File: config.mk
export PLATFORM = sky130hd
export DESIGN_NAME = rtec_timer_channel
export DESIGN_NICKNAME = d
export VERILOG_FILES = /design/src/logic/rtec_pkg.sv /design/src/logic/rtec_prescaler.sv /design/src/logic/rtec_timer_channel.sv
export SDC_FILE = /design/constraint.sdc
export NUM_CORES = 1
export LEC_CHECK = 0
export BUFFER_PORTS_ARGS = -buffer_cell sky130_fd_sc_hd__buf_2
export CAP_MARGIN = 20
export CELL_PAD_IN_SITES_DETAIL_PLACEMENT = 1
export CELL_PAD_IN_SITES_GLOBAL_PLACEMENT = 1
export CORE_MARGIN = 10
export CORE_UTILIZATION = 38
export DETAILED_ROUTE_END_ITERATION = 10
export PLACE_DENSITY_LB_ADDON = 0.1
export SLEW_MARGIN = 20
export SYNTH_ARGS = -nofsm -noshare
export SYNTH_HDL_FRONTEND = slang
export SYNTH_SLANG_ARGS = --single-unit
File: constraint.sdc
create_clock -name mclk -period 1.99 [get_ports mclk]
set_input_delay 0.398 -clock mclk [delete_from_list [all_inputs] [get_ports mclk]]
set_output_delay 0.398 -clock mclk [all_outputs]
set_load 0.03 [all_outputs]
File: src/logic/rtec_pkg.sv
// ****************************************
// shared constants and types
// ****************************************
package rtec_pkg;

    localparam int RTEC_CNT_W = 16;
    localparam logic [15:0] RTEC_CNT_ZERO = 16'h0000;
    localparam logic [15:0] RTEC_CNT_MAX = 16'hffff;
    localparam logic [15:0] RTEC_CNT_ONE = 16'h0001;
    localparam logic [15:0] RTEC_COUNT_RESET = 16'h0000;
    localparam logic [15:0] RTEC_RELOAD_RESET = 16'h0000;

    // prescaler ratios
    localparam int RTEC_DIV_EIGHT = 8;
    localparam int RTEC_DIV_THIRTY_TWO = 32;
    localparam int RTEC_SUB_DIV = 32;

    // channel numbering: channels from this index up may run two-phase
    localparam int RTEC_CHANNELS = 5;
    localparam int RTEC_TWO_PHASE_FIRST = 2;

    // low two bits of the mode register
    typedef enum logic [1:0] {
        RTEC_MODE_TIMER,
        RTEC_MODE_EVENT,
        RTEC_MODE_ONESHOT,
        RTEC_MODE_PWM
    } rtec_mode_t;

    // timer-mode count source
    typedef enum logic [1:0] {
        RTEC_CLK_UNDIV,
        RTEC_CLK_DIV8,
        RTEC_CLK_DIV32,
        RTEC_CLK_SUB32
    } rtec_clk_t;

    // event-mode count source
    typedef enum logic [1:0] {
        RTEC_EVT_PIN,
        RTEC_EVT_NEIGHBOUR,
        RTEC_EVT_SECOND_B
    } rtec_evt_t;

    typedef struct packed {
        rtec_mode_t mode;
        rtec_clk_t clk_sel;
        rtec_evt_t evt_src;
        logic gate_en;
        logic gate_high;
        logic pulse_en;
        logic edge_fall;
        logic dir_pin;
        logic dir_up;
        logic free_run;
    } rtec_cfg_t;

endpackage

File: src/logic/rtec_prescaler.sv
// ****************************************
// count source prescaler
// ****************************************
module rtec_prescaler #(
    parameter int DIV_A = rtec_pkg::RTEC_DIV_EIGHT,
    parameter int DIV_B = rtec_pkg::RTEC_DIV_THIRTY_TWO,
    parameter int DIV_S = rtec_pkg::RTEC_SUB_DIV
) (
    input wire logic mclk,
    input wire logic rst_n,
    input wire rtec_pkg::rtec_clk_t clk_sel,
    input wire logic subclk_tick,
    output logic tick
);

    localparam int AW = $clog2(DIV_A);
    localparam int BW = $clog2(DIV_B);
    localparam int SW = $clog2(DIV_S);
    localparam logic [AW-1:0] A_LAST = AW'(DIV_A - 1);
    localparam logic [BW-1:0] B_LAST = BW'(DIV_B - 1);
    localparam logic [SW-1:0] S_LAST = SW'(DIV_S - 1);

    initial begin
        if (DIV_A < 2 || DIV_B < 2 || DIV_S < 2) begin
            $error("rtec_prescaler: ratios must be at least 2");
        end
    end

    logic [AW-1:0] a_cnt_reg, a_cnt_next;
    logic [BW-1:0] b_cnt_reg, b_cnt_next;
    logic [SW-1:0] s_cnt_reg, s_cnt_next;
    logic tick_reg, tick_next;

    // free-running dividers; sub-clock divider advances only on its own ticks
    always_comb begin
        a_cnt_next = (a_cnt_reg == A_LAST) ? '0 : a_cnt_reg + AW'(1);
        b_cnt_next = (b_cnt_reg == B_LAST) ? '0 : b_cnt_reg + BW'(1);
        s_cnt_next = s_cnt_reg;
        if (subclk_tick) begin
            s_cnt_next = (s_cnt_reg == S_LAST) ? '0 : s_cnt_reg + SW'(1);
        end
        unique case (clk_sel)
            rtec_pkg::RTEC_CLK_UNDIV: tick_next = 1'b1;
            rtec_pkg::RTEC_CLK_DIV8: tick_next = (a_cnt_reg == A_LAST);
            rtec_pkg::RTEC_CLK_DIV32: tick_next = (b_cnt_reg == B_LAST);
            rtec_pkg::RTEC_CLK_SUB32: tick_next = subclk_tick && (s_cnt_reg == S_LAST);
        endcase
    end

    always_ff @(posedge mclk or negedge rst_n) begin
        if (!rst_n) begin
            a_cnt_reg <= '0;
            b_cnt_reg <= '0;
            s_cnt_reg <= '0;
            tick_reg <= 1'b0;
        end else begin
            a_cnt_reg <= a_cnt_next;
            b_cnt_reg <= b_cnt_next;
            s_cnt_reg <= s_cnt_next;
            tick_reg <= tick_next;
        end
    end

    assign tick = tick_reg;

endmodule // rtec_prescaler

File: src/logic/rtec_timer_channel.sv
// Functional notes
// - channel holds a 16-bit counter and a 16-bit reload register
// - low two mode bits pick timer, event counter, one-shot or pulse width; one-shot and pulse width codes leave the channel idle here
// - timer mode decrements on undivided, div-8, div-32 or sub-clock div-32
// - timer counts down, reloads on underflow, ratio 1/(n+1)
// - counting runs while count start is 1, halts when cleared
// - timer mode requests an interrupt on every underflow
// - reading the count returns the live counter value in either mode
// - write while halted loads both reload register and counter
// - write while counting loads reload only; counter takes it next reload
// - gate enabled: count input pin level starts and stops timer counting
// - timer mode pulse output inverts the pin on every underflow
// - event mode counts pin pulses, neighbour overflows or second B overflows
// - pin pulses are counted on a software-selected rising or falling edge
// - event direction up or down from software or the output pin level
// - event wrap reloads and continues; up 1/(ffff-n+1), down 1/(n+1)
// - free-run event counting wraps without loading the reload value
// - event mode requests an interrupt on every overflow or underflow
// - event mode pulse output inverts the pin on every wrap unless the pin sets the count direction
// - channels 0,1 single-phase only; channels 2 to 4 also two-phase; two-phase decoding is not built here
module rtec_timer_channel #(
    parameter int CHANNEL_INDEX = 0
) (
    input wire logic mclk,
    input wire logic rst_n,
    input wire rtec_pkg::rtec_cfg_t cfg,
    input wire logic count_start,
    input wire logic wr_en,
    input wire logic [15:0] wr_data,
    input wire logic subclk_tick,
    input wire logic count_input_pin,
    input wire logic neighbour_overflow,
    input wire logic second_b_overflow,
    input wire logic pulse_output_pin_in,
    output logic pulse_output_pin_out,
    output logic pulse_output_pin_oe,
    output logic [15:0] count_value,
    output logic [15:0] reload_value,
    output logic irq_req
);

    // ****************************************
    // elaboration checks
    // ****************************************
    // two-phase decoding is not built in this channel; only the index range
    // and its capability are fixed here
    localparam bit TWO_PHASE_CAPABLE = CHANNEL_INDEX >= rtec_pkg::RTEC_TWO_PHASE_FIRST;

    initial begin
        if (CHANNEL_INDEX < 0 || CHANNEL_INDEX >= rtec_pkg::RTEC_CHANNELS) begin
            $error("rtec_timer_channel: channel index out of range");
        end
    end

    // ****************************************
    // state
    // ****************************************
    logic [15:0] counter_reg, counter_next;
    logic [15:0] reload_reg, reload_next;
    logic pin_prev_reg, pin_prev_next;
    logic start_prev_reg, start_prev_next;
    logic pulse_reg, pulse_next;
    logic oe_reg, oe_next;
    logic irq_reg, irq_next;

    logic presc_tick;
    logic timer_mode;
    logic event_mode;
    logic gate_open;
    logic pin_edge;
    logic evt_tick;
    logic up_sel;
    logic counting_up;
    logic tick_eff;
    logic wrap_now;
    logic start_rise;

    // ****************************************
    // count source selection
    // ****************************************
    rtec_prescaler u_presc (
        .mclk(mclk),
        .rst_n(rst_n),
        .clk_sel(cfg.clk_sel),
        .subclk_tick(subclk_tick),
        .tick(presc_tick)
    );

    // one-shot and pulse width codes leave the channel idle here
    assign timer_mode = cfg.mode == rtec_pkg::RTEC_MODE_TIMER;
    assign event_mode = cfg.mode == rtec_pkg::RTEC_MODE_EVENT;

    // gate level is selectable so either pin polarity can hold the count
    assign gate_open = !cfg.gate_en || (count_input_pin == cfg.gate_high);

    // edge seen against last cycle's sample; pin is synchronous already
    assign pin_edge = cfg.edge_fall ? (pin_prev_reg && !count_input_pin)
                                    : (!pin_prev_reg && count_input_pin);

    // event source mux
    always_comb begin
        unique case (cfg.evt_src)
            rtec_pkg::RTEC_EVT_PIN: evt_tick = pin_edge;
            rtec_pkg::RTEC_EVT_NEIGHBOUR: evt_tick = neighbour_overflow;
            rtec_pkg::RTEC_EVT_SECOND_B: evt_tick = second_b_overflow;
            default: evt_tick = 1'b0;
        endcase
    end

    // direction from pin reuses the output pin as an input
    assign up_sel = cfg.dir_pin ? pulse_output_pin_in : cfg.dir_up;
    assign counting_up = event_mode && up_sel;

    // one count step this cycle
    assign tick_eff = count_start && ((timer_mode && gate_open && presc_tick)
                                      || (event_mode && evt_tick));

    // wrap at the far end of the count direction
    assign wrap_now = tick_eff && (counting_up ? (counter_reg == rtec_pkg::RTEC_CNT_MAX)
                                               : (counter_reg == rtec_pkg::RTEC_CNT_ZERO));

    assign start_rise = count_start && !start_prev_reg;

    // ****************************************
    // next-state logic
    // ****************************************
    // a run-time write and a reload in the same cycle: the counter takes
    // the old reload value, the new one waits for the following reload
    always_comb begin
        counter_next = counter_reg;
        reload_next = reload_reg;
        pulse_next = pulse_reg;
        irq_next = wrap_now;
        pin_prev_next = count_input_pin;
        start_prev_next = count_start;
        oe_next = cfg.pulse_en && (timer_mode || (event_mode && !cfg.dir_pin));
        if (tick_eff) begin
            if (wrap_now) begin
                if (event_mode && cfg.free_run) begin
                    counter_next = counting_up ? rtec_pkg::RTEC_CNT_ZERO
                                               : rtec_pkg::RTEC_CNT_MAX;
                end else begin
                    counter_next = reload_reg;
                end
            end else if (counting_up) begin
                counter_next = counter_reg + rtec_pkg::RTEC_CNT_ONE;
            end else begin
                counter_next = counter_reg - rtec_pkg::RTEC_CNT_ONE;
            end
        end
        if (wr_en) begin
            reload_next = wr_data;
            if (!count_start) begin
                counter_next = wr_data;
            end
        end
        // restart forces a known phase before the first toggle
        if (start_rise && cfg.pulse_en) begin
            pulse_next = 1'b0;
        end else if (wrap_now && cfg.pulse_en) begin
            pulse_next = !pulse_reg;
        end
    end

    always_ff @(posedge mclk or negedge rst_n) begin
        if (!rst_n) begin
            counter_reg <= rtec_pkg::RTEC_COUNT_RESET;
            reload_reg <= rtec_pkg::RTEC_RELOAD_RESET;
            pin_prev_reg <= 1'b0;
            start_prev_reg <= 1'b0;
            pulse_reg <= 1'b0;
            oe_reg <= 1'b0;
            irq_reg <= 1'b0;
        end else begin
            counter_reg <= counter_next;
            reload_reg <= reload_next;
            pin_prev_reg <= pin_prev_next;
            start_prev_reg <= start_prev_next;
            pulse_reg <= pulse_next;
            oe_reg <= oe_next;
            irq_reg <= irq_next;
        end
    end

    // ****************************************
    // outputs
    // ****************************************
    assign count_value = counter_reg;
    assign reload_value = reload_reg;
    assign pulse_output_pin_out = pulse_reg;
    assign pulse_output_pin_oe = oe_reg;
    assign irq_req = irq_reg;
endmodule // rtec_timer_channel

Yosys cells after proc, flatten, opt, wreduce, memory -nomap -nowiden
Cells that the tools add are included.

operators by class
  eq/ne operators = 11
  muxes and demuxes = 17
  add/subtract/negate cells = 5
  reduce and logical (&&, ||, !) cells = 29

operators with widths
  operator                                                              number
  16-bit two-way mux                                                    7
  16-bit by 1-bit adder with 16-bit output, second input constant       1
  16-bit == test, second input constant                                 1
  16-bit logical NOT                                                    1
  16-bit by 1-bit subtractor with 16-bit output, second input constant  1
  1-bit logical AND                                                     15
  5-bit by 1-bit adder with 5-bit output, second input constant         2
  5-bit == test, second input constant                                  2
  5-bit two-way mux                                                     2
  2-bit by 1-bit == test with 1-bit output, second input constant       3
  2-bit == test, second input constant                                  3
  1-bit logical NOT                                                     6
  2-bit logical NOT                                                     3
  1-bit two-way mux                                                     5
  1-bit case mux with 4 select lines                                    1
  3-bit by 1-bit adder with 3-bit output, second input constant         1
  3-bit == test, second input constant                                  1
  1-bit logical OR                                                      3
  3-bit two-way mux                                                     1
  1-bit case mux with 3 select lines                                    1
  2-bit nonzero test                                                    1
  1-bit == test                                                         1

word-level totals
  logic and storage cells = 73
  register bits after elaboration = 51
  bits of input ports = 38
  output and inout bits = 35

Logic depth before layout (Yosys ltp)
Gate-level depths: netlist of the first run.

  depth in word-level cells = 12
  depth in mapped cells = 10
  gate-level depth less buffers = 10

Modules after synthesis
A second synthesis of the first run with hierarchy kept.

second synthesis, totals
  cell total of the unflattened synthesis = 331
  area, all modules = 3288.2 um2

modules (own cells, without submodules)
  module              cells each  times used  seq. area each (um2)  area an instance (um2)
  rtec_timer_channel  282         1           925.9                 2682.6
  rtec_prescaler      49          1           350.3                 605.6

Worst setup path before layout of the first run
No wires, ideal clock.

  path type = input to register
  start = in cfg[2] in the netlist's numbering
  end = reg counter_reg[15], in the netlist count_value[15]
  buffers on the path = 0
  setup time = 0.133 ns
  required time = 1.857 ns
  data arrival time = 2.546 ns
  slack = -0.689 ns
  stages on the path = 9
  path through = mux2_2 -> nand2_2 -> ha_1 -> a21o_1 -> a31oi_2 -> a21oi_1 -> a2111oi_1 -> or3b_1 -> o211ai_1

between the ends
  word-level cells in the longest chain between the ends = 8
  elaborated cells on any way between the ends = 11
  classes of those cells = 9 x mux; 2 x reduce/logical

ends and longest elaborated chain
  element                                                         line                                                  text
  from (decl)                                                     rtec_timer_channel.sv:26                              input wire rtec_pkg::rtec_cfg_t cfg,
  1-bit two-way mux *                                             rtec_timer_channel.sv:111                             assign up_sel = cfg.dir_pin ? pulse_output_pin_in : cfg.dir_up;
  1-bit logical AND *                                             rtec_timer_channel.sv:112                             assign counting_up = event_mode && up_sel;
  16-bit two-way mux / 1-bit two-way mux (equally long branches)  rtec_timer_channel.sv:140, rtec_timer_channel.sv:119
  16-bit two-way mux / 1-bit logical AND (equally long branches)  rtec_timer_channel.sv:139, rtec_timer_channel.sv:119
  16-bit two-way mux *                                            rtec_timer_channel.sv:138                             if (wrap_now) begin
  16-bit two-way mux *                                            rtec_timer_channel.sv:137                             if (tick_eff) begin
  16-bit two-way mux                                              rtec_timer_channel.sv:153                             if (!count_start) begin
  16-bit two-way mux *                                            rtec_timer_channel.sv:151                             if (wr_en) begin
  named net counter_next[15]                                      rtec_timer_channel.sv:58                              logic [15:0] counter_reg, counter_next;
  to (signal assigned)                                            rtec_timer_channel.sv:167                             counter_reg <= rtec_pkg::RTEC_COUNT_RESET;
  to (signal assigned)                                            rtec_timer_channel.sv:175                             counter_reg <= counter_next;
  to (decl)                                                       rtec_timer_channel.sv:58

The timed path passes the listed nets; every way through them passes the cells marked *.
A chain may end at the register's enable or synchronous reset.

Final worst setup path of the first run
  start = in cfg[12] in the netlist's numbering
  end = reg counter_reg[13], in the netlist count_value[13]

between the ends
  word-level cells in the longest chain between the ends = 10
  elaborated cells on any way between the ends = 18
  classes of those cells = 1 x eq/ne; 8 x mux; 9 x reduce/logical

ends and longest elaborated chain
  element                         line                       text
  2-bit logical NOT               rtec_timer_channel.sv:90   assign timer_mode = cfg.mode == rtec_pkg::RTEC_MODE_TIMER;
  1-bit logical AND (2 in a row)  rtec_timer_channel.sv:115  assign tick_eff = count_start && ((timer_mode && gate_open && presc_tick)
  1-bit logical OR                rtec_timer_channel.sv:116  || (event_mode && evt_tick));
  1-bit logical AND               rtec_timer_channel.sv:115
  1-bit logical AND               rtec_timer_channel.sv:119  assign wrap_now = tick_eff && (counting_up ? (counter_reg == rtec_pkg::RTEC_CNT_MAX)
  16-bit two-way mux              rtec_timer_channel.sv:138
  16-bit two-way mux *            rtec_timer_channel.sv:137
  16-bit two-way mux              rtec_timer_channel.sv:153
  16-bit two-way mux *            rtec_timer_channel.sv:151
  named net counter_next[13]      rtec_timer_channel.sv:58

Marks and branches as above.

==> impl_metrics.tcl, run 1 <==
set metrics [dict create \
    fp.dieW_um 113 \
    postRouteAntennaNets 0 \
    crit_path_start_kind "input port" \
    fin_crit_ns 2.24 \
    p_leak_nw 2.40 \
    cp_data_required_time_ns 2.23 \
    port_buffers 72 \
    relSlewSlack_pct 61.9 \
    grt_pass1_vias 3900 \
    synth_area_leaders "dfrtp_1 (38%), ha_1 (8.3%), mux2_2 (6.8%)" \
    ys_types 69 \
    netlist_area_mm2 0.00332 \
    drt-pass1-iter-count 4 \
    ys.flop_type "dfrtp_1" \
    dp.cells 600 \
    critPathKind "in2reg" \
    critPathArrivalTime_ns 2.48 \
    cts.sinks 51 \
    yosys_register_bits 51 \
    ctsHtreeMaxLevel 2 \
    num_rows 34 \
    antenna_found_initial 0 \
    track_usage_pct 19.7 \
    synthCells 339 \
    setup_viol 14 \
    hpwlAfterDp_mm 9.37 \
    finalHoldViolations 0 \
    maxCapViolCount 0 \
    synth_edf_count 0 \
    nets 583 \
    finalMaxSlewViolations 0 \
    grt_max_degree 52 \
    clock_skew_ns 0.0107 \
    critical_path.endpoint_type "register" \
    grt.met2_usage_pct 35.1 \
    nFillCells 951 \
    synth_top_family_by_area "compound AO/OA/AOI/OAI gates" \
    area_delta_synth_final_pct 61.1 \
    cts-root-buf "clkbuf_8" \
    worst_pin_slew_ns 0.570 \
    wirelength_mm 14.4 \
    synth_simple_gate_area_share_pct 18.7 \
    hold_class "in2async" \
    fmax_ghz 0.447 \
    cts_hold_buf 0 \
    clk_pin_slew_ns 0.11 \
    yosys-top-cells-count "dfrtp_1 (51), nand2_1 (27), a21oi_1 (23), nor2_1 (23), ha_1 (22)" \
    overflow 0 \
    crit_start "cfg[12]" \
    vias_per_cell 5.71 \
    yosys.cell_count.top_type "dfrtp_1" \
    stdcell_count 631 \
    rsz0062_at_grt "true" \
    insertion_delay_ns 0.33 \
    grtUsageMet3_pct 3.78 \
    cts.path.max_buffers 2 \
    timing.final.ws_setup_ns -0.249 \
    diodes 0 \
    drcViolationCount 0 \
    die_h_um 113 \
    place_area_mm2 0.00455 \
    cts_buffers 5 \
    async_flop_share_pct 100 \
    yosysTopAreaCell "dfrtp_1" \
    synth-compound-area-share_pct 21.2 \
    ys_seq_area_share_pct 38.4 \
    synthAdderAreaFrac_pct 8.90 \
    synth.top_cell.area_share_pct 38.4 \
    synth_xor_area_share_pct 2.37 \
    initial_core_util_pct 38.6 \
    gp_congestion 0.819 \
    ir_drop_mv 0.392 \
    syn-num-nets 400 \
    dr.first_iter.drc_count 142 \
    crit_fanout 7 \
    vias 3606 \
    grt.busiest_layer "met2" \
    use_met1_pct 23.3 \
    multi_input_area_mm2 0.00249 \
    yosysWarnings 0 \
    postSynthAreaPerCell_um2 9.79 \
    dp_slack_ns -0.618 \
    fin_crit_sh_pct 113 \
    cts_tree "built" \
    pin_count 73 \
    fp.dieArea_mm2 0.0129 \
    p_per_area_mw_per_mm2 908 \
    finish.instance_area_mm2 0.00535 \
    r2r_start "count_value[0]" \
    regArea_mm2 0.00128 \
    grt_pass1_wl_mm 20.6 \
    violations "setup timing" \
    synth.area.mux_share_pct 8.41 \
    wl_per_cell_um 22.8 \
    status "complete, but fails checks" \
    core_region_area_mm2 0.00859 \
    drive_gt1_share_pct 56.8 \
]
==> metal layers <==
layer	vias to the layer above	part of all wire (%)
li1	1649	-
met2	93	52
met1	1828	41
met5	-	0
met3	36	4.0
met4	0	3.5
==> timing repair <==
| action | in CTS | in global routing |
|---|---|---|
| pin swaps | 28 | 35 |
| endpoints found under the setup margin | 17 | 17 |
| cloned | 0 | 0 |
| buffers inserted | 10 | 13 |
| gates resized for setup | 48 | 56 |
| hold endpoints to repair | 0 | 0 |
==> power by group <==
part | leakage, nW | total, mW | switching [mW] | internal (mW)
combinational | 1.76 | 2.73 | 1.45 | 1.28
sequential | 0.588 | 1.43 | 0.220 | 1.21
clock | 0.0511 | 0.686 | 0.419 | 0.267
==> cell families after synthesis <==
group / count (synthesis)
xor gates and xnor gates: 9
muxes: 25
AOI/OAI and AO/OA: 100
and+or+nand+nor: 116
adders and majority gates: 23
buffers and inverters: 15
DFF: 51
==> cells in the final DEF (no fill, tap or decap), types with 5 or more instances in the layout <==
cell type | Yosys | layout
a21oi_4 | 0 | 5
clkbuf_8 | 0 | 5
a21o_1 | 6 | 5
dfrtp_1 | 51 | 44
o21ai_0 | 18 | 11
ha_1 | 22 | 11
or3_1 | 9 | 8
nor2_1 | 23 | 19
o21ai_1 | 4 | 8
dfrtp_2 | 0 | 7
nand2b_1 | 7 | 7
ha_4 | 0 | 10
buf_4 | 0 | 98
nand3_1 | 8 | 5
nand4_1 | 6 | 6
xor2_1 | 5 | 5
a21oi_1 | 23 | 10
nand2_1 | 27 | 22
nor3_1 | 7 | 6
buf_2 | 1 | 70
a21oi_2 | 1 | 9
inv_1 | 7 | 7
buf_6 | 1 | 9
mux2_2 | 20 | 18
==> worst max-delay path: stages <==
cell       delay [ns]
buf_6            0.09
and2b_2          0.26
nand2_8          0.11
buf_8            0.16
buf_6            0.13
ha_4             0.15
a21o_1           0.21
nand3_2          0.09
nand2_4          0.08
a2111oi_4        0.43
o21ai_1          0.14
a31oi_1          0.21
==> final timing paths <==
kind / endpoint / slack, ns / cells after the start
min: reload_value[4] / 0.03 / 2
max reg2reg: count_value[10] / -0.14 / 8
min in group mclk: u_presc.tick / 0.25 / 2
min reg2reg: u_presc.a_cnt_reg[0] / 0.45 / 1
max in group asynchronous: count_value[13] / 1.68 / 2
max: count_value[13] / -0.25 / 12
==> stage by stage <==
| stage | power, mW | hold slack (ns) | util [%] | setup TNS (ns) |
|---|---|---|---|---|
| 2_1_floorplan | 2.59 | 0.102 | - | -2.51 |
| 3_3_place_gp | 3.42 | 0.415 | 53.0 | -6.12 |
| 3_5_place_dp | 3.51 | 0.416 | 53.0 | -7.25 |
| 4_1_cts | 4.43 | 0.0586 | 57.9 | -1.42 |
| 5_1_grt | 5.10 | 0.0624 | 62.2 | -2.77 |
| 6_report | 4.85 | 0.0261 | 62.2 | -1.89 |
==> cell type report <==
class | instances | area share, %
multi-input combinational | 273 | 46.6
timing repair buffer | 183 | 24.3
sequential | 51 | 24.0
tap | 108 | 2.53
clock buffer | 5 | 1.29
inverter | 8 | 0.702
clock inverter | 3 | 0.538
Power figures use the tool's default switching activity.
==> inputs of run 2 (changes only) <==
--- a/config.mk
+++ b/config.mk
@@ -12,7 +12,7 @@
 export CORE_MARGIN = 10
 export CORE_UTILIZATION = 38
 export DETAILED_ROUTE_END_ITERATION = 10
-export PLACE_DENSITY_LB_ADDON = 0.1
+export PLACE_DENSITY = 0.81
 export SLEW_MARGIN = 20
 export SYNTH_ARGS = -nofsm -noshare
 export SYNTH_HDL_FRONTEND = slang
==> constraint.sdc (replaced) <==
create_clock -name mclk -period 1.99 [get_ports mclk]
set_input_delay 0 -clock mclk [delete_from_list [all_inputs] [get_ports mclk]]
set_output_delay 0 -clock mclk [all_outputs]
set_load 0.03 [all_outputs]
==> run 2 against run 1 <==
Compared with the run above:
- the run still ends with setup timing left
- total power down 3.7%
- cell count up 0.16%
- global-route usage up 0.89 points
- clock skew up 0.0053 ns
- maximum frequency up 0.45%
- sequential power about the same
- count of clock-buffer cells in the layout unchanged
- critical path depth down 4
- combinational power down 5%
- sequential share of layout area up 0.72 points
- via count up 2.9%
- critical endpoint is now count_value[15]
- highest routed layer unchanged
==> impl_metrics.tcl, run 2 (synthesis gave the netlist of run 1 again) <==
set metrics [dict create \
    status "complete, but fails checks" \
    violations "setup timing" \
    cts_tree "built" \
    stdcell_count 632 \
    crit_fanout 4 \
    track_usage_pct 20.6 \
    swShare_pct 43.8 \
    initial_core_util_pct 38.6 \
    rsz0062_at_grt "true" \
    port_buffers 72 \
    fin_crit_sh_pct 112 \
    postRouteAntennaNets 0 \
    power_mw 4.67 \
    dr.first_iter.drc_count 275 \
    nets 584 \
    clock_skew_ns 0.0159 \
    drcViolationCount 0 \
    finalHoldViolations 0 \
    r2r_cells 8 \
    timing.final.ws_setup_ns -0.239 \
    fp.dieArea_mm2 0.0129 \
    pwr-share-seq_pct 30.5 \
    hold_class "in2async" \
    wirelength_mm 15.2 \
    drt-pass1-iter-count 4 \
    vias 3710 \
    overflow 0 \
    setup_viol 16 \
    die_h_um 113 \
    critPathArrivalTime_ns 2.44 \
    wl_per_cell_um 24.0 \
    vias_per_cell 5.87 \
    dp.cells 579 \
    power_switching_mw 2.05 \
    p_leak_nw 2.32 \
    pin_count 73 \
    hpwlAfterDp_mm 9.68 \
    p_comb_share_pct 55.4 \
    critPathKind "reg2reg" \
    cp_slowest_cell "nor4_4" \
    worst_pin_slew_ns 0.468 \
    fmax_ghz 0.449 \
    cts.sinks 51 \
    final_cell_mix "buf_4 (79), buf_2 (72), dfrtp_1 (43), nand2_1 (25), dlygate4sd3_1 (25)" \
    fp.dieW_um 113 \
    diodes 0 \
    num_rows 34 \
    cts_buffers 5 \
    cts-root-buf "clkbuf_8" \
    critical_path.endpoint_type "register" \
    ir_drop_mv 0.518 \
    grt_max_degree 29 \
    final_common_cell "buf_4" \
    fin_crit_ns 2.23 \
    p_int_mw 2.63 \
    p_per_area_mw_per_mm2 900 \
    p_clk_share_pct 14.2 \
    core_region_area_mm2 0.00859 \
    antenna_found_initial 0 \
    insertion_delay_ns 0.33 \
    crit_path_max_incr_delay_ns 0.40 \
    gp_congestion 0.883 \
    drive_gt1_share_pct 48.3 \
    maxCapViolCount 0 \
    multi_input_area_mm2 0.00235 \
    area_delta_synth_final_pct 56.5 \
    clk_pin_slew_ns 0.12 \
    crit_path_start_kind "register" \
    cp_cell_sequence "buf_4, nand4_1, nor4_4, nand2_1, o21ai_2, buf_6, a221oi_1, o211ai_1" \
    relSlewSlack_pct 68.8 \
    cts.path.max_buffers 2 \
    ctsHtreeMaxLevel 2 \
    finalMaxSlewViolations 0 \
    cp_data_required_time_ns 2.20 \
    nFillCells 967 \
    regArea_mm2 0.00129 \
    grt_pass1_vias 4061 \
    grt_pass1_wl_mm 21.6 \
]
run 2: stage by stage:
stage                     worst slack [ns]  hold WS (ns)  TNS (ns)  utilization, %  cell area [µm²]
after floorplan                   -0.00463        -0.296  -0.00463               -             3380
after CTS                          -0.0687        0.0344    -0.274            56.9             4890
after global placement              -0.155        -0.163    -0.908            50.7             4360
final                               -0.239        0.0258     -1.13            60.5             5190
after global routing                -0.268        0.0348     -2.47            60.5             5190
after detailed placement            -0.252        -0.160     -1.78            50.7             4360
run 2: timing repair:
action                     in CTS  in global routing
pin swaps                      20                 21
gates resized for setup        25                 40
setup endpoints to repair      12                 17
hold buffers                   25                  0
hold endpoints to repair       79                  0
buffers inserted                8                 12
run 2: final timing paths:
check                                          start              endpoint  slack, ns
worst min register to register  u_presc.a_cnt_reg[0]  u_presc.a_cnt_reg[0]       0.44
min in group mclk                              wr_en      reload_value[13]       0.14
max in group asynchronous                      rst_n       count_value[12]       1.34
worst min-delay path                           rst_n               irq_req       0.03
worst max-delay path                 count_value[12]       count_value[15]      -0.24
worst max register to register       count_value[12]       count_value[15]      -0.24
run 2: critical path: cells and delay by family (launching register included):
kind / cells / cell delay, ns
AOI/OAI and AO/OA: 3 / 0.63
buffers and inverters: 2 / 0.31
DFF: 1 / 0.39
and+or+nand+nor: 3 / 0.78
run 2: power by group through the flow:
stage | logic (mW) | clock network, mW | registers, mW
floorplan | 0.940 | 0 | 1.63
global placement | 1.91 | 0 | 1.40
detailed placement | 1.99 | 0 | 1.42
CTS | 2.22 | 0.663 | 1.40
global route | 2.76 | 0.701 | 1.44
finish | 2.59 | 0.662 | 1.42
run 2: layout make-up:
type	count	area share [%]
sequential	51	24.8
clock buffer	5	1.32
timing repair buffer	184	25.1
clock inverter	3	0.434
tap	108	2.60
multi-input combinational	273	45.2
inverter	8	0.626
run 2: metal layers:
metal / vias up / routed length [µm] / track usage [%]
met5: - / 0 / 0
met4: 0 / 692 / 6.68
met3: 59 / 1000 / 4.04
met2: 167 / 7820 / 37.5
met1: 1827 / 5650 / 23.3
li1: 1657 / - / -
==> inputs of run 3 (changes only) <==
--- a/config.mk
+++ b/config.mk
@@ -12,6 +12,7 @@
 export CORE_MARGIN = 10
 export CORE_UTILIZATION = 38
 export DETAILED_ROUTE_END_ITERATION = 10
+export HOLD_SLACK_MARGIN = 0.05
 export PLACE_DENSITY = 0.81
 export SLEW_MARGIN = 20
 export SYNTH_ARGS = -nofsm -noshare
==> run 3 against run 2 <==
Compared with the run above:
- the run still ends with setup timing left
- clock power barely moved
- via count rose by 0.97%
- utilization rose by 0.12 points
- sequential power barely moved
- hold slack improved by 0.11 ns
- flip-flop and latch count did not move
- die area did not move
- maximum frequency rose by 1.2%
- clock skew rose by 0.0016 ns
==> impl_metrics.tcl, run 3 (synthesis gave the netlist of run 1 again) <==
set metrics [dict create \
    swShare_pct 43.8 \
    clk_pin_slew_ns 0.10 \
    finalSetupTns_ns -0.986 \
    dp_slack_ns -0.252 \
    dr.first_iter.drc_count 263 \
    wl_per_cell_um 24.0 \
    diodes 0 \
    cts.path.max_buffers 2 \
    fmax_ghz 0.454 \
    fin_crit_sh_pct 111 \
    p_leak_nw 2.32 \
    ctsHtreeMaxLevel 2 \
    pin_count 73 \
    grt_pass1_wl_mm 21.7 \
    critPathKind "reg2reg" \
    finish.instance_area_mm2 0.00520 \
    place_area_mm2 0.00436 \
    finalMaxSlewViolations 0 \
    insertion_delay_ns 0.33 \
    ir_drop_mv 0.517 \
    finalHoldViolations 0 \
    track_usage_pct 20.6 \
    post-route-util_pct 60.6 \
    vias_per_cell 5.92 \
    crit_path_start_kind "register" \
    grt_max_degree 29 \
    maxCapViolCount 0 \
    antenna_found_initial 0 \
    power_mw 4.67 \
    nets 585 \
    status "complete, but fails checks" \
    drive_gt1_share_pct 48.2 \
    p_clk_share_pct 14.1 \
    fp.dieW_um 113 \
    p_int_mw 2.63 \
    final_common_cell "buf_4" \
    fin_crit_ns 2.20 \
    setup_viol 16 \
    cts-root-buf "clkbuf_8" \
    area_delta_synth_final_pct 56.8 \
    cts_tree "built" \
    wirelength_mm 15.2 \
    port_buffers 72 \
    fp.dieArea_mm2 0.0129 \
    initial_core_util_pct 38.6 \
    cts.sinks 51 \
    critPathArrivalTime_ns 2.42 \
    power_switching_mw 2.04 \
    grt_pass1_vias 4067 \
    num_rows 34 \
    violations "setup timing" \
    clock_skew_ns 0.0175 \
    postRouteAntennaNets 0 \
    overflow 0 \
    pwr-share-seq_pct 30.4 \
    timing.final.ws_setup_ns -0.213 \
    hpwlAfterDp_mm 9.68 \
    rsz0062_at_grt "true" \
    cts_buffers 5 \
    p_comb_share_pct 55.4 \
    relSlewSlack_pct 68.3 \
    critical_path.endpoint_type "register" \
    cp_data_required_time_ns 2.21 \
    gp_congestion 0.883 \
    final_cell_mix "buf_4 (79), buf_2 (72), dfrtp_1 (43), dlygate4sd3_1 (26), nand2_1 (25)" \
    p_per_area_mw_per_mm2 898 \
    vias 3746 \
    core_region_area_mm2 0.00859 \
    die_h_um 113 \
    hold_class "in2reg" \
    worst_pin_slew_ns 0.475 \
    drt-pass1-iter-count 5 \
    drcViolationCount 0 \
    crit_fanout 4 \
]
[run 3: cell count changes in the layout (fill, tap and decap cells not counted), sizes merged]
cell / previous run / this run
dlygate4sd3: 25 / 26
[run 3: metrics by stage]
| stage | hold slack [ns] | std cells |
|---|---|---|
| floorplan | -0.296 | 339 |
| global placement | -0.163 | 579 |
| detailed placement | -0.160 | 579 |
| CTS | 0.133 | 621 |
| global route | 0.130 | 633 |
| finish | 0.137 | 633 |
[run 3: what timing repair did]
item / in CTS / in global routing
setup endpoints to repair: 12 / 17
resized for setup: 25 / 40
buffers inserted: 8 / 12
pin swaps: 20 / 21
hold endpoints to repair: 87 / 0
gates cloned: 0 / 0
hold buffers: 26 / 0
[run 3: path summary, 6_finish.rpt]
kind,startpoint,end,slack [ns],cells past startpoint
max reg2reg,count_value[12],count_value[15],-0.21,8
max in group asynchronous,rst_n,pulse_output_pin_out,1.14,3
min,wr_en,reload_value[13],0.14,2
max,count_value[12],count_value[15],-0.21,8
min reg2reg,u_presc.a_cnt_reg[0],u_presc.a_cnt_reg[0],0.44,1
min in group asynchronous,rst_n,count_value[1],0.22,3
[run 3: cell type report]
class | count | area (µm²)
Timing Repair Buffer | 185 | 1310
Clock inverter | 3 | 22.5
Multi-Input combinational cell | 273 | 2350
Fill cell | 966 | 3390
Clock buffer | 5 | 68.8
Sequential cell | 51 | 1290
Inverter | 8 | 32.5
Tap cell | 108 | 135
[run 3: routing by layer]
layer	wire length [µm]	track usage (%)	share of wire, %	up-vias
li1	-	-	-	1661
met1	5770	23.4	38	1846
met2	7820	37.6	51	172
met3	910	4.04	6.0	67
met4	696	6.68	4.6	0
met5	0	0	0	-
[run 3: power groups by stage]
stage	combinational, mW	clock (mW)	sequential (mW)
CTS	2.22	0.663	1.40
detailed placement	1.99	0	1.42
global placement	1.91	0	1.40
global route	2.76	0.701	1.44
floorplan	0.940	0	1.63
finish	2.59	0.660	1.42
[run 3: critical path, cell delays in order (launching register included)]
cell	delay (ns)
dfrtp_1	0.39
buf_4	0.15
nand4_1	0.19
nor4_4	0.39
nand2_1	0.18
o21ai_2	0.27
buf_6	0.16
a221oi_1	0.10
o211ai_1	0.26
